==> src/rtl/bisu_map.vh <==
`ifndef BISU_MAP_VH
`define BISU_MAP_VH

// Register byte offsets inside the board window
`define BISU_OFS_FALL_EN 12'h378
`define BISU_OFS_MAIN_STAT 12'h384
`define BISU_OFS_ERR_STAT 12'h388
`define BISU_OFS_LINE_STAT 12'h38c
`define BISU_OFS_GLOBAL_CFG 12'h398
`define BISU_OFS_FRONT_PULL 12'h39c
`define BISU_OFS_REAR_PULL 12'h3a0

// Main status field positions
`define BISU_MAIN_LINE_SUM 31
`define BISU_MAIN_ERR_SUM 30
`define BISU_MAIN_FRAME_TIMER 29
`define BISU_MAIN_FRAME_TRIGGER_LINE 28
`define BISU_MAIN_IN_CONV_LO 24
`define BISU_MAIN_OUT_CONV_LO 16
`define BISU_MAIN_IN_SEQ_DONE 12
`define BISU_MAIN_IN_BUF_END_LO 8
`define BISU_MAIN_OUT_SEQ_DONE 4
`define BISU_MAIN_OUT_BUF_DONE 0

// Error status field positions
`define BISU_ERR_IN_FRAME 27
`define BISU_ERR_IN_TIMING 26
`define BISU_ERR_IN_OVERFLOW 25
`define BISU_ERR_IN_XFER 24
`define BISU_ERR_OUT_FRAME 19
`define BISU_ERR_OUT_TIMING 18
`define BISU_ERR_OUT_PRELOAD 17
`define BISU_ERR_OUT_XFER 16
`define BISU_ERR_OUT_CONV_LO 0

// Implemented (clearable) bits of each status register
`define BISU_MAIN_MASK 32'h3f03_1711
`define BISU_ERR_MASK 32'h0f0f_0003
`define BISU_LINE_MASK 32'h0000_00ff

// Global configuration fields
`define BISU_CFG_ACK_MODE 1

// Reset values
`define BISU_RST_STAT 32'h0000_0000
`define BISU_RST_FALL_EN 8'h00
`define BISU_RST_PULL 2'h0
`define BISU_RST_ACK_MODE 1'b0

`endif

==> src/rtl/bisu_line_edge.v <==
`timescale 1ns/1ps

// Synchronises the digital lines and reports their edges
module bisu_line_edge
(
	// Clock, reset, enable
	input wire pclk,
	input wire presetn,
	input wire pclk_en,
	// Asynchronous line levels
	input wire [7:0] line_in,
	// One-cycle edge pulses
	output reg [7:0] rise_pulse,
	output reg [7:0] fall_pulse
);

reg [7:0] sync1_r; // First stage, read only by second stage
reg [7:0] sync2_r; // Second stage, safe level
reg [7:0] prev_r; // Previous safe level

// Two-flop synchroniser and edge history
always @(posedge pclk or negedge presetn)
begin
	if (!presetn)
	begin
		sync1_r <= 8'h00;
		sync2_r <= 8'h00;
		prev_r <= 8'h00;
		rise_pulse <= 8'h00;
		fall_pulse <= 8'h00;
	end
	else if (pclk_en)
	begin
		sync1_r <= line_in;
		sync2_r <= sync1_r;
		prev_r <= sync2_r;
		// Edges seen between two safe samples
		rise_pulse <= sync2_r & ~prev_r;
		fall_pulse <= ~sync2_r & prev_r;
	end
end

endmodule // bisu_line_edge

==> src/rtl/bisu_top.v <==
`timescale 1ns/1ps
`include "bisu_map.vh"

// Summary of operation
// - Latch event only when already enabled
// - Status stays until acknowledged, not by disable
// - Interrupt request while any main bit set
// - Main bit 31 ORs line status
// - Main bit 30 ORs error status
// - Bits 29/28 frame timer and trigger
// - Bits 24-27 input converter done
// - Bits 16/17 output converter updated
// - Bits 12/4 sequencer done or error
// - Bits 10:8 record input buffer end
// - Bit 0 output buffer fully fetched
// - Error bits 27/19 frame error, stop
// - Error bits 26/18 timing error, stop
// - Error bit 25 overflow, input stops
// - Error bit 17 preload fault, output stops
// - Error bits 24/16 transfer fault, engine stops
// - Error bits 0/1 output converter fault
// - Line bits 0-7 latch enabled edges
// - Falling-edge enable register, resets disabled
// - Config bit 1 picks write or read clear
// - Read clear honours byte enables
// - Two pull fields, four encodings, reset floating
module bisu_top
(
	// Clock, reset, enable
	input wire pclk,
	input wire presetn,
	input wire pclk_en,
	// APB slave
	input wire psel,
	input wire penable,
	input wire pwrite,
	input wire [11:0] paddr,
	input wire [31:0] pwdata,
	input wire [3:0] pstrb,
	output reg [31:0] prdata,
	output wire pready,
	output wire pslverr,
	// Enables held elsewhere on the board
	input wire [31:0] main_irq_enable,
	input wire [31:0] error_irq_enable,
	input wire [7:0] line_rise_enable,
	// Main events, one-cycle pulses
	input wire frame_timer_evt,
	input wire frame_trigger_evt,
	input wire [3:0] input_conv_done_evt,
	input wire [1:0] output_conv_update_evt,
	input wire input_seq_done_evt,
	input wire output_seq_done_evt,
	input wire [2:0] input_buffer_end_evt,
	input wire output_buffer_done_evt,
	// Error events, one-cycle pulses
	input wire input_seq_frame_evt,
	input wire input_seq_timing_evt,
	input wire input_seq_overflow_evt,
	input wire input_transfer_evt,
	input wire output_seq_frame_evt,
	input wire output_seq_timing_evt,
	input wire output_seq_preload_evt,
	input wire output_transfer_evt,
	input wire [1:0] output_conv_fault_evt,
	// Digital lines, asynchronous
	input wire [7:0] digital_line,
	// Interrupt request to host
	output reg pci_irq_req,
	// Stop commands, one-cycle pulses
	output reg input_seq_stop,
	output reg output_seq_stop,
	output reg input_transfer_stop,
	output reg output_transfer_stop,
	// Pull reference selects
	output reg [1:0] front_pull_select,
	output reg [1:0] rear_pull_select
);

// Expand byte strobes into a bit mask
function [31:0] byte_mask;
	input [3:0] strb;
	begin
		byte_mask = {{8{strb[3]}}, {8{strb[2]}}, {8{strb[1]}}, {8{strb[0]}}};
	end
endfunction

// Sticky update: a set wins over a clear
function [31:0] sticky;
	input [31:0] cur;
	input [31:0] set;
	input [31:0] clr;
	begin
		sticky = (cur & ~clr) | set;
	end
endfunction

// Stored status and configuration
reg [31:0] main_r; // Clearable main bits
reg [31:0] err_r; // Error status
reg [31:0] line_r; // Line status
reg [7:0] fall_en_r; // Falling-edge enables
reg ack_mode_r; // 0 write clear, 1 read clear
reg [31:0] main_nxt;
reg [31:0] err_nxt;
reg [31:0] line_nxt;

// Edge pulses from the line synchroniser
wire [7:0] line_rise;
wire [7:0] line_fall;

// Line synchroniser and edge finder
bisu_line_edge u_edge
(
	.pclk(pclk),
	.presetn(presetn),
	.pclk_en(pclk_en),
	.line_in(digital_line),
	.rise_pulse(line_rise),
	.fall_pulse(line_fall)
);

// Bus phase decode
wire setup_ph = psel & ~penable; // Setup cycle
wire access_ph = psel & penable & pclk_en; // Access completes
wire wr_done = access_ph & pwrite; // Write takes effect
wire rd_done = access_ph & ~pwrite; // Read completes
wire [31:0] strb_mask = byte_mask(pstrb); // Write lanes
// Read lanes: all bytes when the master leaves strobes low
wire [31:0] rd_mask = (pstrb == 4'h0) ? 32'hffff_ffff : strb_mask;

// Address hits
wire hit_fall = (paddr == `BISU_OFS_FALL_EN);
wire hit_main = (paddr == `BISU_OFS_MAIN_STAT);
wire hit_err = (paddr == `BISU_OFS_ERR_STAT);
wire hit_line = (paddr == `BISU_OFS_LINE_STAT);
wire hit_cfg = (paddr == `BISU_OFS_GLOBAL_CFG);
wire hit_front = (paddr == `BISU_OFS_FRONT_PULL);
wire hit_rear = (paddr == `BISU_OFS_REAR_PULL);
wire hit_any = hit_fall | hit_main | hit_err | hit_line | hit_cfg | hit_front | hit_rear;

// Zero-wait slave; frozen while the clock enable is low
assign pready = pclk_en;
// Unmapped addresses answer with an error
assign pslverr = psel & penable & ~hit_any;

// Read view of the main register with live summaries
reg [31:0] main_view;
always @*
begin
	main_view = main_r;
	main_view[`BISU_MAIN_LINE_SUM] = |line_r;
	main_view[`BISU_MAIN_ERR_SUM] = |err_r;
end

// Raw main events placed at their bit positions
reg [31:0] main_evt;
always @*
begin
	main_evt = 32'h0000_0000;
	main_evt[`BISU_MAIN_FRAME_TIMER] = frame_timer_evt;
	main_evt[`BISU_MAIN_FRAME_TRIGGER_LINE] = frame_trigger_evt;
	main_evt[`BISU_MAIN_IN_CONV_LO +: 4] = input_conv_done_evt;
	main_evt[`BISU_MAIN_OUT_CONV_LO +: 2] = output_conv_update_evt;
	// done, also on frame or timing error, plus overflow (input) or preload (output)
	main_evt[`BISU_MAIN_IN_SEQ_DONE] = input_seq_done_evt | input_seq_frame_evt
		| input_seq_timing_evt | input_seq_overflow_evt;
	main_evt[`BISU_MAIN_OUT_SEQ_DONE] = output_seq_done_evt | output_seq_frame_evt
		| output_seq_timing_evt | output_seq_preload_evt;
	main_evt[`BISU_MAIN_IN_BUF_END_LO +: 3] = input_buffer_end_evt;
	main_evt[`BISU_MAIN_OUT_BUF_DONE] = output_buffer_done_evt;
end

// Raw error events placed at their bit positions
reg [31:0] err_evt;
always @*
begin
	err_evt = 32'h0000_0000;
	err_evt[`BISU_ERR_IN_FRAME] = input_seq_frame_evt;
	err_evt[`BISU_ERR_OUT_FRAME] = output_seq_frame_evt;
	err_evt[`BISU_ERR_IN_TIMING] = input_seq_timing_evt;
	err_evt[`BISU_ERR_OUT_TIMING] = output_seq_timing_evt;
	err_evt[`BISU_ERR_IN_OVERFLOW] = input_seq_overflow_evt;
	err_evt[`BISU_ERR_OUT_PRELOAD] = output_seq_preload_evt;
	err_evt[`BISU_ERR_IN_XFER] = input_transfer_evt;
	err_evt[`BISU_ERR_OUT_XFER] = output_transfer_evt;
	err_evt[`BISU_ERR_OUT_CONV_LO +: 2] = output_conv_fault_evt;
end

// only enabled events reach the status
wire [31:0] main_set = main_evt & main_irq_enable & `BISU_MAIN_MASK;
wire [31:0] err_set = err_evt & error_irq_enable & `BISU_ERR_MASK;
// rising and falling enables pick the edges
wire [31:0] line_set = {24'h00_0000, (line_rise & line_rise_enable) | (line_fall & fall_en_r)};

// Clear masks for each status register
reg [31:0] main_clr;
reg [31:0] err_clr;
reg [31:0] line_clr;
always @*
begin
	main_clr = 32'h0000_0000;
	err_clr = 32'h0000_0000;
	line_clr = 32'h0000_0000;
	// write one to clear in write mode
	if (wr_done && !ack_mode_r)
	begin
		if (hit_main)
			main_clr = pwdata & strb_mask;
		else if (hit_err)
			err_clr = pwdata & strb_mask;
		else if (hit_line)
			line_clr = pwdata & strb_mask;
	end
	// read clears only reported bits in read lanes
	else if (rd_done && ack_mode_r)
	begin
		if (hit_main)
			main_clr = prdata & rd_mask;
		else if (hit_err)
			err_clr = prdata & rd_mask;
		else if (hit_line)
			line_clr = prdata & rd_mask;
	end
end

// Next status values; set wins over clear
always @*
begin
	// only acknowledge clears, never a disable
	main_nxt = sticky(main_r, main_set, main_clr) & `BISU_MAIN_MASK;
	err_nxt = sticky(err_r, err_set, err_clr) & `BISU_ERR_MASK;
	line_nxt = sticky(line_r, line_set, line_clr) & `BISU_LINE_MASK;
end

// Status registers and interrupt request
always @(posedge pclk or negedge presetn)
begin
	if (!presetn)
	begin
		main_r <= `BISU_RST_STAT;
		err_r <= `BISU_RST_STAT;
		line_r <= `BISU_RST_STAT;
		pci_irq_req <= 1'b0;
	end
	else if (pclk_en)
	begin
		main_r <= main_nxt;
		err_r <= err_nxt;
		line_r <= line_nxt;
		// request follows any main bit, summaries included
		pci_irq_req <= (|main_nxt) | (|err_nxt) | (|line_nxt);
	end
end

// Stop commands to sequencers and transfer engines
always @(posedge pclk or negedge presetn)
begin
	if (!presetn)
	begin
		input_seq_stop <= 1'b0;
		output_seq_stop <= 1'b0;
		input_transfer_stop <= 1'b0;
		output_transfer_stop <= 1'b0;
	end
	else if (pclk_en)
	begin
		input_seq_stop <= input_seq_frame_evt | input_seq_timing_evt | input_seq_overflow_evt;
		output_seq_stop <= output_seq_frame_evt | output_seq_timing_evt
			| output_seq_preload_evt;
		input_transfer_stop <= input_transfer_evt;
		output_transfer_stop <= output_transfer_evt;
	end
end

// Configuration registers written over the bus
always @(posedge pclk or negedge presetn)
begin
	if (!presetn)
	begin
		fall_en_r <= `BISU_RST_FALL_EN;
		ack_mode_r <= `BISU_RST_ACK_MODE;
		front_pull_select <= `BISU_RST_PULL;
		rear_pull_select <= `BISU_RST_PULL;
	end
	else if (wr_done && pstrb[0])
	begin
		// only low implemented bits are stored
		if (hit_fall)
			fall_en_r <= pwdata[7:0];
		else if (hit_cfg)
			ack_mode_r <= pwdata[`BISU_CFG_ACK_MODE];
		// 00 float, 01 5 V, 10 3.3 V, 11 ground
		else if (hit_front)
			front_pull_select <= pwdata[1:0];
		else if (hit_rear)
			rear_pull_select <= pwdata[1:0];
	end
end

// Read data multiplexer
reg [31:0] rd_val;
always @*
begin
	rd_val = 32'h0000_0000;
	if (hit_fall)
		rd_val = {24'h00_0000, fall_en_r};
	else if (hit_main)
		rd_val = main_view;
	else if (hit_err)
		rd_val = err_r;
	else if (hit_line)
		rd_val = line_r;
	else if (hit_cfg)
		rd_val = {30'h0000_0000, ack_mode_r, 1'b0};
	else if (hit_front)
		rd_val = {30'h0000_0000, front_pull_select};
	else if (hit_rear)
		rd_val = {30'h0000_0000, rear_pull_select};
end

// Read data captured in the setup cycle
always @(posedge pclk or negedge presetn)
begin
	if (!presetn)
		prdata <= 32'h0000_0000;
	else if (pclk_en && setup_ph && !pwrite)
		prdata <= rd_val;
end

endmodule // bisu_top

==> config.mk <==
export PLATFORM = sky130hd
export DESIGN_NAME = bisu_top
export DESIGN_NICKNAME = d
export VERILOG_FILES = /design/src/rtl/bisu_line_edge.v /design/src/rtl/bisu_top.v
export VERILOG_INCLUDE_DIRS = /design/src /design/src/rtl
export SDC_FILE = /design/constraint.sdc
export NUM_CORES = 1
export LEC_CHECK = 0
export ABC_AREA = 1
export ABC_CLOCK_PERIOD_IN_PS = 2300
export BUFFER_PORTS_ARGS = -buffer_cell sky130_fd_sc_hd__buf_2
export CORE_ASPECT_RATIO = 0.9
export CORE_UTILIZATION = 51
export DETAILED_ROUTE_END_ITERATION = 10
export GPL_TIMING_DRIVEN = 0
export PLACE_DENSITY = 0.81
export SETUP_SLACK_MARGIN = 0.2
export SLEW_MARGIN = 40
export SYNTH_ARGS = -nofsm -noshare
export SYNTH_HDL_FRONTEND = slang
export SYNTH_SLANG_ARGS = --single-unit
==> constraint.sdc <==
create_clock -name pclk -period 2.3 [get_ports pclk]
set_clock_uncertainty 0.05 [all_clocks]
set_input_delay 0.345 -clock pclk [delete_from_list [all_inputs] [get_ports pclk]]
set_output_delay 0.345 -clock pclk [all_outputs]
set_load 0.05 [all_outputs]
# Word level (Yosys, flattened, before mapping)
# Index checks and enable logic that the tools add are counted.
op_classes:
  n_addsub: 0
  multipliers: 0
  div: 0
  order_cmp: 0
  eq_ne: 7
  shift: 0
  muxes: 26
  n_bitwise: 50
  n_reduce_logical: 17
op_table:
  columns: ["operator", "count"]
  rows:
  - ["$mux W28", 7]
  - ["$mux W30", 5]
  - ["$and A30 B30 Y30", 4]
  - ["$eq A12 B10 Y1 const B", 7]
  - ["$mux W8", 9]
  - ["$mux W32", 2]
  - ["$and A28 B28 Y28", 2]
  - ["$and A8 B8 Y8", 5]
  - ["$not A30 Y30", 1]
  - ["$or A30 B30 Y30", 1]
  - ["$not A28 Y28", 1]
  - ["$or A28 B28 Y28", 1]
  - ["$not A8 Y8", 3]
  - ["$reduce_or A10 Y1", 2]
  - ["$or A1 B1 Y1", 18]
  - ["$or A8 B8 Y8", 2]
  - ["$reduce_or A8 Y1", 2]
  - ["$reduce_or A14 Y1", 1]
  - ["$and A1 B1 Y1", 6]
  - ["$mux W2", 3]
  - ["$not A1 Y1", 6]
  - ["$logic_and A1 B1 Y1", 5]
  - ["$reduce_and A5 Y1", 1]
  - ["$logic_not A4 Y1", 1]
  - ["4 further kinds", 5]
word_totals:
  register_bits: 122
  latchBits: 0
  ramBits: 0
  rom_bits: 0
  input_bits: 158
  out_inout_bits: 43
  wordCells: 118
  mem_count: 0

# Depth between registers and ports, before layout
# Gate-level depths: netlist of run 1.
logic_depth:
  ltp_word: 13
  ltp_mapped: 16
  mapped_depth_nobuf: 14

# Hierarchy
# Synthesis of run 1 repeated with hierarchy kept, for this count alone.
hier_totals:
  hier_cells: 813
  area_unflattened_um2: 6038.3
modules_own_cells:
  columns: ["module", "instances", "cells_each", "area_per_inst_um2", "seq_area_each_um2"]
  rows:
  - ["bisu_top", 1, 644, 4473.0, 1851.8]
  - ["bisu_line_edge", 1, 169, 1565.3, 1001.0]

# Worst setup path before layout of run 1
# OpenSTA, ideal clock, no wires.
synth_path:
  path_type: "input -> output"
  startpoint: "in paddr[11]"
  endpoint: "out pslverr"
  t_arrival_ns: 2.515
  t_required_ns: 1.905
  setup_slack_ns: -0.610
  path_stages: 9
  n_path_buf: 1
  path_cell_list: "nor2_1 nand3_2 inv_2 nand2_4 nor2_4 buf_6 inv_1 nand2_1 nor4_1"
synth_via:
  elab_chain_len: 9
  elab_cells_between_ends: 15
  classes_between: "eq/ne (7); bitwise (8)"
synth_rtl:
  columns: ["item", "line_no", "source"]
  rows:
  - ["start, declared", "bisu_top.v:37", "input wire [11:0] paddr,"]
  - ["$eq A12 B10 Y1 (no line)", null, null]
  - ["$or A1 B1 Y1 (5 in series)", "bisu_top.v:140", "wire hit_any = hit_fall | hit_main | hit_err | hit_line | hit_cfg | hit_front | hit_rear;"]
  - ["$or A1 B1 Y1 (*)", "bisu_top.v:140", null]
  - ["$not A1 Y1 (*)", "bisu_top.v:145", "assign pslverr = psel & penable & ~hit_any;"]
  - ["$and A1 B1 Y1 (*)", "bisu_top.v:145", null]
  - ["end, declared", "bisu_top.v:42", "output wire pslverr,"]
# Every way passes the cells marked *; elsewhere a longest branch is shown, timed or not.

# Worst setup path after layout of run 1
layout_path:
  startpoint: "in paddr[3]"
  endpoint: "out pslverr"
# Same word-level chain as after synthesis.

==> flow_metrics.tcl, run 1 <==
set metrics [dict create \
    floorplan.die_area_mm2 0.01227 \
    synth_area_mm2 0.006033 \
    p_leak_nw 4.151 \
    p_int_mw 4.190 \
    worstPathMaxFanout 10 \
    slowest_delay_ns 0.29 \
    drive_gt1_share_pct 22.17 \
    synth.distinct_cells 36 \
    cts_buffers 17 \
    gp_congestion 0.9677 \
    worstMarginPinSlew_ns 0.5769 \
    fin_crit_sh_pct 88.85 \
    cp-start-kind "input pin" \
    insertion_delay_ns 0.41 \
    hpwlAfterDp_um 13160 \
    hold_violations 0 \
    die_width_um 116.7 \
    syn2layout_area_growth_pct 28.29 \
    initial_core_util_pct 52.55 \
    ios 201 \
    timing.rr.start "ack_mode_r" \
    hold_depth 3 \
    seq_area_frac_synth_pct 47.28 \
    worstSetupEndpointType "output port" \
    cp.required_ns 1.90 \
    synth_cells 827 \
    antenna_found_initial 0 \
    final_cells 1171 \
    drc 0 \
    ys_warn_count 0 \
    port-buffer-count 140 \
    vias 6334 \
    dp_cells 1131 \
    grt_max_degree 75 \
    fin_ws_ns 0.2564 \
    cts_tree "done" \
    antenna_cells 0 \
    hold_start "digital_line[7]" \
    syn_area_per_cell_um2 7.295 \
    ys_ff_latch 114 \
    cp_cell_sequence "buf_2 > inv_1 > nor2_2 > nand2_2 > nor2_4 > buf_6 > inv_1 > nand2_2 > nor4_4 > buf_6" \
    power.switching_mw 1.666 \
    worst_ir_drop_vdd_mv 0.5033 \
    viasPerCell 5.409 \
    fin_hold_ws_ns 0.08198 \
    max-cap-violations 0 \
    power_density_mw_per_mm2 756.6 \
    core_mm2 0.01148 \
    holdPathEnd "u_edge.sync1_r[7]" \
    die_h_um 105.2 \
    min_period_ns 2.044 \
    h-tree-depth 4 \
    rrSetupSlack_ns 0.30 \
    grt_usage_pct 31.71 \
    postRouteAntennaNets 0 \
    hold_path_class "in -> reg" \
    drv_slew 0 \
    path_class "in -> out" \
    p_clk_share_pct 47.4 \
    seqPwrFrac_pct 39.3 \
    n_fill_cell 992 \
    comb_power_share_pct 13.3 \
    fmax_ghz 0.4893 \
    fin_nets 1160 \
    status "completed" \
    rsz0062_at_grt "false" \
    firstDrtPassIters 7 \
    drtIter0Drc 608 \
    place_ws_ns 0.05415 \
    cts.clk_slew.worst_paths_ns 0.06 \
    timing.rr.end "pci_irq_req" \
    grt_pass1_wl_um 29150 \
    cts_max_path_buffers 2 \
    post_drt_wl_per_cell_um 15.64 \
    setup_violations 0 \
    p_sw_share_pct 28.44 \
    path_buf_inv 5 \
    num_rows 37 \
    worst_slew_margin_rel_pct 61.54 \
    slowest_stage "nor4_4" \
    grt_pass1_vias 6001 \
    path_delay_family "buffers and inverters" \
    cts_root_buf "clkbuf_16" \
    grt_remaining_overflow 0 \
    routed_wl_um 18310 \
    critPathArrivalTime_ns 1.65 \
    reg2regPathDepth 14 \
    numClockSinks 114 \
]
power by group through the flow:
stage / clock network, mW / logic, mW / registers, mW
detailed placement: 0 / 0.751 / 2.33
CTS: 2.77 / 0.770 / 2.30
finish: 2.77 / 0.781 / 2.30
global placement: 0 / 0.725 / 2.32
floorplan: 0 / 0.412 / 2.36
global route: 2.88 / 0.877 / 2.32
worst min-delay path, stage by stage:
cell and delay (ns):
buf_2 0.08, nand2_1 0.04, nand2_1 0.05
area by class of cell:
cell class	count	area [um^2]	share of cell area, %
Clock buffer	19	442.9	5.723
Tap cell	156	195.2	2.522
Timing Repair Buffer	149	807.0	10.43
Inverter	91	344.1	4.446
Multi-Input combinational cell	589	2689	34.74
Sequential cell	114	2853	36.86
Clock inverter	13	172.7	2.231
Buffer	40	236.5	3.055
worst max-delay path by stage:
stage	startpoint	to	slack, ns	depth (start not counted)
after global placement	presetn	u_edge.prev_r[3]	-0.52	1
final	paddr[3]	pslverr	0.26	10
after global routing	paddr[4]	pslverr	0.18	11
after CTS	paddr[6]	pslverr	0.14	11
after detailed placement	paddr[1]	prdata[25]	0.05	12
after floorplan	paddr[11]	pslverr	0.23	9
synth_stat cells:
master	n	area share (%)
inv_2	5	0.31
a221oi_1	3	0.44
o22ai_1	2	0.21
nand2_1	337	21
buf_4	14	1.7
o21ai_0	81	6.7
or3_1	2	0.21
clkbuf_1	21	1.3
a21oi_1	6	0.50
nor3_2	1	0.17
and3_1	1	0.10
a22oi_1	1	0.12
buf_6	2	0.37
dfrtp_1	114	47
conb_1	1	0.062
o21ai_1	1	0.083
nor3_1	2	0.17
o211ai_1	5	0.62
o221ai_1	7	1.0
buf_1	1	0.062
nor2_1	48	3.0
nand3_2	1	0.17
a31oi_1	5	0.52
nor2_8	1	0.33
nor4_1	5	0.52
nor2_4	3	0.56
nor2_2	3	0.31
inv_1	86	5.4
nand3_1	35	2.9
nor3_4	1	0.27
nand2_2	2	0.21
nand4_1	20	2.1
buf_2	2	0.17
a22o_1	6	0.87
a211oi_1	1	0.12
nand2_4	1	0.19
per-layer routing:
| metal | vias up | routed length, um | track usage [%] |
|---|---|---|---|
| li1 | 2979 | - | - |
| met1 | 2917 | 7562 | 43.03 |
| met2 | 389 | 8215 | 48.10 |
| met3 | 49 | 2065 | 9.107 |
| met4 | 0 | 470 | 11.57 |
| met5 | - | 0 | 0 |
cell families after synthesis:
family,after synthesis,synth area share (%)
AO/OA/AOI/OAI,118,11.22
AND/OR/NAND/NOR,463,32.12
flip-flops,114,47.28
other,1,0.06216
buffers and inverters,131,9.312
flip-flops by register name, indices dropped and copies added, names as in the netlist, 2 cells and up:
name and count:
fall_en_r 8, u_edge.rise_pulse 8, u_edge.sync2_r 8, u_edge.fall_pulse 8
err_r 10, front_pull_select 2, u_edge.prev_r 8, prdata 24
rear_pull_select 2, u_edge.sync1_r 8, line_r 8, main_r 14
through the flow:
step / util, % / area (um^2) / power [mW] / setup TNS (ns)
after floorplan: - / 6075 / 2.768 / 0
after global placement: 60.71 / 6970 / 3.044 / -57.97
after detailed placement: 61.04 / 7008 / 3.078 / 0
after CTS: 66.74 / 7662 / 5.832 / 0
after global routing: 67.42 / 7740 / 6.077 / 0
final: 67.42 / 7740 / 5.856 / 0
layout by cell type (no fill, tap or decap), drive strengths merged, types with 2 or more instances in the layout:
| cell type | synthesis | final |
|---|---|---|
| nor3 | 4 | 4 |
| nand4 | 20 | 20 |
| nor2 | 55 | 55 |
| inv | 91 | 97 |
| nand3 | 36 | 36 |
| o221ai | 7 | 7 |
| a31oi | 5 | 5 |
| nand2 | 340 | 340 |
| conb | 1 | 8 |
| a21oi | 6 | 6 |
| o21ai | 82 | 82 |
| a22o | 6 | 6 |
| o211ai | 5 | 5 |
| a221oi | 3 | 3 |
| o22ai | 2 | 2 |
| or3 | 2 | 2 |
| clkbuf | 21 | 38 |
| clkinv | 0 | 3 |
| buf | 19 | 169 |
| dfrtp | 114 | 114 |
| nor4 | 5 | 5 |
| bufinv | 0 | 3 |
repair_timing:
action / 4_1_cts / 5_1_grt
buffers inserted: 3 / 4
pin swaps: 3 / 6
hold buffers: 1 / 0
setup endpoints to repair: 2 / 2
gates resized for setup: 3 / 19
hold endpoints to repair: 40 / 0
(Power assumes the default switching activity.)
==> inputs of run 2 (changes only) <==
--- a/config.mk
+++ b/config.mk
@@ -7,15 +7,17 @@
 export NUM_CORES = 1
 export LEC_CHECK = 0
 export ABC_AREA = 1
-export ABC_CLOCK_PERIOD_IN_PS = 2300
+export ABC_CLOCK_PERIOD_IN_PS = 2600
 export BUFFER_PORTS_ARGS = -buffer_cell sky130_fd_sc_hd__buf_2
+export CELL_PAD_IN_SITES_DETAIL_PLACEMENT = 0
+export CELL_PAD_IN_SITES_GLOBAL_PLACEMENT = 1
 export CORE_ASPECT_RATIO = 0.9
-export CORE_UTILIZATION = 51
+export CORE_UTILIZATION = 38
 export DETAILED_ROUTE_END_ITERATION = 10
 export GPL_TIMING_DRIVEN = 0
-export PLACE_DENSITY = 0.81
+export PLACE_DENSITY = 0.85
 export SETUP_SLACK_MARGIN = 0.2
-export SLEW_MARGIN = 40
+export SLEW_MARGIN = 20
 export SYNTH_ARGS = -nofsm -noshare
 export SYNTH_HDL_FRONTEND = slang
 export SYNTH_SLANG_ARGS = --single-unit
==> constraint.sdc (replaced) <==
create_clock -name pclk -period 2.6 [get_ports pclk]
set_clock_uncertainty 0.05 [all_clocks]
set_input_delay 0.39 -clock pclk [delete_from_list [all_inputs] [get_ports pclk]]
set_output_delay 0.39 -clock pclk [all_outputs]
set_load 0.05 [all_outputs]
==> flow_metrics.tcl, run 2 (synthesized netlist as in run 1, its figures left out) <==
set metrics [dict create \
    firstDrtPassIters 5 \
    vias 5940 \
    max-cap-violations 0 \
    rsz0062_at_grt "false" \
    p_int_mw 3.569 \
    numClockSinks 114 \
    cp.required_ns 2.16 \
    grt_pass1_vias 5182 \
    hold_path_class "in -> reg" \
    viasPerCell 4.889 \
    cts_max_path_buffers 2 \
    worst_slew_margin_rel_pct 47.13 \
    insertion_delay_ns 0.42 \
    wl_met2_um 7707 \
    multi_input_area_mm2 0.002660 \
    worstPathMaxFanout 10 \
    p_clk_share_pct 45.9 \
    ios 201 \
    place_ws_ns 0.2716 \
    post_drt_wl_per_cell_um 15.06 \
    fin_ws_ns 0.2805 \
    antenna_cells 0 \
    fmax_ghz 0.4311 \
    status "completed" \
    worst_ir_drop_vdd_mv 0.4693 \
    setup_violations 0 \
    hold_violations 0 \
    cp-start-kind "input pin" \
    dp_cells 1177 \
    p_leak_nw 4.101 \
    worstMarginPinSlew_ns 0.7857 \
    fin_hold_ws_ns 0.1174 \
    total_power_mw 4.996 \
    cts_tree "done" \
    p_sw_share_pct 28.57 \
    routedLengthMet1_um 9045 \
    cts.clk_slew.worst_paths_ns 0.06 \
    antenna_found_initial 0 \
    power_density_mw_per_mm2 648.9 \
    comb_power_share_pct 13.5 \
    die_h_um 121.5 \
    path_class "in -> out" \
    drtIter0Drc 404 \
    drv_slew 0 \
    mostFrequentLayoutCells "nand2_1, buf_2, dfrtp_1" \
    die_width_um 134.8 \
    n_fill_cell 1561 \
    critPathArrivalTime_ns 1.88 \
    floorplan.die_area_mm2 0.01639 \
    largest-register "prdata" \
    grt_max_degree 64 \
    initial_core_util_pct 39.07 \
    h-tree-depth 4 \
    grt_pass1_wl_um 28300 \
    fin_nets 1158 \
    hpwlAfterDp_um 13910 \
    routed_wl_um 18290 \
    gp_congestion 0.8578 \
    power.switching_mw 1.428 \
    top_regs "prdata (24), main_r (14), err_r (10)" \
    syn2layout_area_growth_pct 27.62 \
    worstSetupEndpointType "output port" \
    grt_remaining_overflow 0 \
    cts_buffers 17 \
    postRouteAntennaNets 0 \
    seq_area_mm2 0.002853 \
    final_cells 1215 \
    wl_met3_um 1327 \
    min_period_ns 2.320 \
    largest_register_ffs 24 \
    final_common_cell "nand2_1" \
    grt_usage_pct 23.02 \
    drc 0 \
    drive_gt1_share_pct 21.13 \
    top_layer_used "met4" \
    port-buffer-count 140 \
    core_mm2 0.01544 \
    fin_crit_sh_pct 89.21 \
    num_rows 43 \
    cts_root_buf "clkbuf_16" \
    seqPwrFrac_pct 40.6 \
]
==> run 2: final cells by class <==
| cell class | instances | share of cell area, % |
|---|---|---|
| plain buffers | 40 | 2.860 |
| clock buffers | 18 | 5.574 |
| clock inverters | 14 | 2.031 |
| inverters | 91 | 4.469 |
| multi-input cells | 589 | 34.55 |
| flip-flops and latches | 114 | 37.05 |
| well taps | 202 | 3.282 |
| repair buffers | 147 | 10.19 |
==> run 2: stage by stage <==
stage | cell area, um^2 | utilization [%] | setup TNS (ns)
finish | 7700 | 49.87 | 0
global route | 7700 | 49.87 | 0
CTS | 7657 | 49.59 | 0
detailed placement | 7062 | 45.73 | 0
global placement | 7028 | 45.52 | -43.48
floorplan | 6075 | - | 0
==> run 2: repair_timing <==
item	CTS	global route
buffers inserted	0	5
endpoints found under the hold margin	51	0
setup endpoints to repair	0	1
hold buffers	1	0
resized for setup	0	2
==> run 2: worst max-delay path, cell delays in order <==
cell and delay [ns]:
buf_2 0.10, inv_1 0.11, nand2_1 0.07, nor2_1 0.25
nand2_4 0.13, nor2_4 0.17, buf_6 0.17, inv_1 0.07
nand2_1 0.11, nor4_4 0.06, clkbuf_4 0.25
==> run 2: power groups by stage <==
| stage | combinational [mW] | clock, mW | sequential (mW) |
|---|---|---|---|
| floorplan | 0.365 | 0 | 2.08 |
| CTS | 0.677 | 2.32 | 2.03 |
| global route | 0.760 | 2.41 | 2.05 |
| detailed placement | 0.672 | 0 | 2.06 |
| global placement | 0.659 | 0 | 2.05 |
| finish | 0.676 | 2.29 | 2.03 |
==> run 2: layer usage <==
layer,vias up,GRT usage [%]
li1,2981,-
met1,2741,35.12
met2,197,32.44
met3,21,4.911
met5,-,0
met4,0,6.601
==> run 2: path summary, 6_finish.rpt <==
kind | cells past startpoint | from | end | slack, ns
worst max-delay path | 11 | paddr[4] | pslverr | 0.28
worst min register to register | 2 | input_transfer_stop | input_transfer_stop | 0.42
max in group asynchronous | 3 | presetn | u_edge.prev_r[0] | 1.36
min in group asynchronous | 2 | presetn | prdata[28] | 0.44
worst min-delay path | 3 | digital_line[6] | u_edge.sync1_r[6] | 0.12
worst max register to register | 13 | ack_mode_r | pci_irq_req | 0.46
==> inputs of run 3 (changes only) <==
--- a/config.mk
+++ b/config.mk
@@ -7,15 +7,15 @@
 export NUM_CORES = 1
 export LEC_CHECK = 0
 export ABC_AREA = 1
-export ABC_CLOCK_PERIOD_IN_PS = 2600
+export ABC_CLOCK_PERIOD_IN_PS = 2000
 export BUFFER_PORTS_ARGS = -buffer_cell sky130_fd_sc_hd__buf_2
 export CELL_PAD_IN_SITES_DETAIL_PLACEMENT = 0
 export CELL_PAD_IN_SITES_GLOBAL_PLACEMENT = 1
 export CORE_ASPECT_RATIO = 0.9
-export CORE_UTILIZATION = 38
+export CORE_UTILIZATION = 32
 export DETAILED_ROUTE_END_ITERATION = 10
 export GPL_TIMING_DRIVEN = 0
-export PLACE_DENSITY = 0.85
+export PLACE_DENSITY = 0.76
 export SETUP_SLACK_MARGIN = 0.2
 export SLEW_MARGIN = 20
 export SYNTH_ARGS = -nofsm -noshare
==> constraint.sdc (replaced) <==
create_clock -name pclk -period 2 [get_ports pclk]
set_clock_uncertainty 0.05 [all_clocks]
set_input_delay 0.3 -clock pclk [delete_from_list [all_inputs] [get_ports pclk]]
set_output_delay 0.3 -clock pclk [all_outputs]
set_load 0.05 [all_outputs]
==> flow_metrics.tcl, run 3 (synthesized netlist as in run 1, its figures left out) <==
set metrics [dict create \
    status "completed" \
    hold_depth 3 \
    p_int_mw 4.946 \
    top_regs "prdata (24), main_r (14), err_r (10)" \
    comb_power_share_pct 13.7 \
    grt_pass1_wl_um 30850 \
    syn2layout_area_growth_pct 35.79 \
    cts_buffers 17 \
    p_clk_share_pct 47.4 \
    largest-register "prdata" \
    worstMarginPinSlew_ns 0.6392 \
    setup_violations 0 \
    port-buffer-count 140 \
    hold_path_class "in -> reg" \
    drv_slew 0 \
    insertion_delay_ns 0.42 \
    worstSetupEndpointType "flip-flop" \
    p_leak_nw 4.252 \
    antenna_found_initial 0 \
    rsz0062_at_grt "true" \
    final_common_cell "nand2_1" \
    max-cap-violations 0 \
    viasPerCell 4.722 \
    mostFrequentLayoutCells "nand2_1, buf_2, dfrtp_1" \
    gp_congestion 0.8769 \
    p_sw_share_pct 27.10 \
    dp_cells 1220 \
    critPathMostFrequentCell "nand2_1" \
    grt_remaining_overflow 0 \
    largest_register_ffs 24 \
    timing.rr.end "pci_irq_req" \
    cp_cell_sequence "nand2_2 > nor2_4 > buf_12 > buf_16 > nand3_1 > nand2_1 > nand2_1 > nand2_1 > nand2_1 > nor2_1 > nand2_1 > nor2_2 > nand2_1 > nor2_1 > nor2_1" \
    floorplan.die_area_mm2 0.01941 \
    hold_violations 0 \
    grt_max_degree 65 \
    initial_core_util_pct 32.78 \
    cts_max_path_buffers 2 \
    grt_pass1_vias 5700 \
    postRouteAntennaNets 0 \
    worst_slew_margin_rel_pct 57.38 \
    dpl-instance-area_mm2 0.007143 \
    grt_usage_pct 20.92 \
    worstPathMaxFanout 6 \
    h-tree-depth 4 \
    core_mm2 0.01841 \
    holdPathEnd "u_edge.sync1_r[6]" \
    cts_tree "done" \
    cts.clk_slew.worst_paths_ns 0.06 \
    numClockSinks 114 \
    fmax_ghz 0.5127 \
    power_density_mw_per_mm2 828.1 \
    fin_hold_ws_ns 0.02861 \
    final_cells 1270 \
    power.switching_mw 1.838 \
    hold_start "digital_line[6]" \
    fin_crit_sh_pct 97.52 \
    routed_wl_um 20070 \
    worst_ir_drop_vdd_mv 0.6135 \
    drtIter0Drc 444 \
    die_width_um 146.7 \
    fin_nets 1172 \
    die_h_um 132.3 \
    cts_root_buf "clkbuf_16" \
    path_class "reg -> reg" \
    drive_gt1_share_pct 26.05 \
    seqPwrFrac_pct 38.9 \
    post_drt_wl_per_cell_um 15.80 \
    tns_ns 0 \
    rrSetupSlack_ns 0.05 \
    reg2regPathDepth 15 \
    hpwlAfterDp_um 14810 \
    slowest_delay_ns 0.42 \
    cp.required_ns 2.26 \
    min_period_ns 1.950 \
    design_area_mm2 0.008193 \
    firstDrtPassIters 4 \
    slowest_stage "dfrtp_1" \
    vias 5997 \
    cp-start-kind "flip-flop" \
    critPathArrivalTime_ns 2.21 \
    num_rows 47 \
    timing.rr.start "ack_mode_r" \
    ios 201 \
    antenna_cells 0 \
    drc 0 \
]
## run 3: worst max-delay path: cells and delay by family (launching register included)
kind	cells	cell delay [ns]
AND/OR/NAND/NOR	13	1.07
flip-flops	1	0.42
buffers and inverters	2	0.28
## run 3: what timing repair did
item                                    in CTS  in global routing
hold buffers                                 1                  0
buffers inserted                             6                 10
endpoints found under the setup margin       6                  3
gates resized for setup                     39                 31
hold endpoints to repair                    50                  0
gates cloned                                 3                  0
pin swaps                                   24                 12
## run 3: how the worst max path moves through the flow
| stage | start | end | slack [ns] | cells after the start |
|---|---|---|---|---|
| global route | ack_mode_r | pci_irq_req | -0.10 | 15 |
| global placement | presetn | u_edge.prev_r[2] | -0.95 | 1 |
| finish | ack_mode_r | pci_irq_req | 0.05 | 15 |
| floorplan | paddr[11] | pslverr | 0.23 | 8 |
| detailed placement | paddr[4] | pci_irq_req | -0.25 | 16 |
| CTS | ack_mode_r | pci_irq_req | 0.10 | 15 |
## run 3: per-layer routing
layer | GRT usage (%) | share of wire [%] | wire, um | up-vias
li1 | - | - | - | 3007
met1 | 30.33 | 49 | 9830 | 2775
met2 | 30.60 | 43 | 8681 | 195
met3 | 5.433 | 6.5 | 1310 | 20
met4 | 5.613 | 1.2 | 246 | 0
met5 | 0 | 0 | 0 | -
## run 3: power by group through the flow
stage	clock, mW	combinational [mW]	sequential [mW]
after floorplan	0	0.477	2.71
after global placement	0	0.876	2.67
after detailed placement	0	0.890	2.67
after CTS	3.24	0.909	2.64
after global routing	3.33	1.04	2.67
final	3.22	0.929	2.64
## run 3: stage by stage
| stage | utilization [%] | setup WS [ns] | total power [mW] |
|---|---|---|---|
| 6_report | 44.51 | 0.04951 | 6.785 |
| 5_1_grt | 44.51 | -0.1024 | 7.037 |
| 4_1_cts | 43.44 | 0.1020 | 6.789 |
| 3_5_place_dp | 38.81 | -0.2453 | 3.564 |
| 3_3_place_gp | 38.62 | -0.9533 | 3.544 |
| 2_1_floorplan | - | 0.2322 | 3.186 |
## run 3: area by class of cell
| type | instances | area (um^2) |
|---|---|---|
| timing repair buffer | 161 | 983.4 |
| buffer | 40 | 259.0 |
| clock inverter | 10 | 158.9 |
| sequential | 114 | 2853 |
| multi-input combinational | 589 | 2824 |
| fill | 1910 | 10210 |
| inverter | 91 | 351.6 |
| clock buffer | 20 | 456.7 |
| tap | 245 | 306.5 |
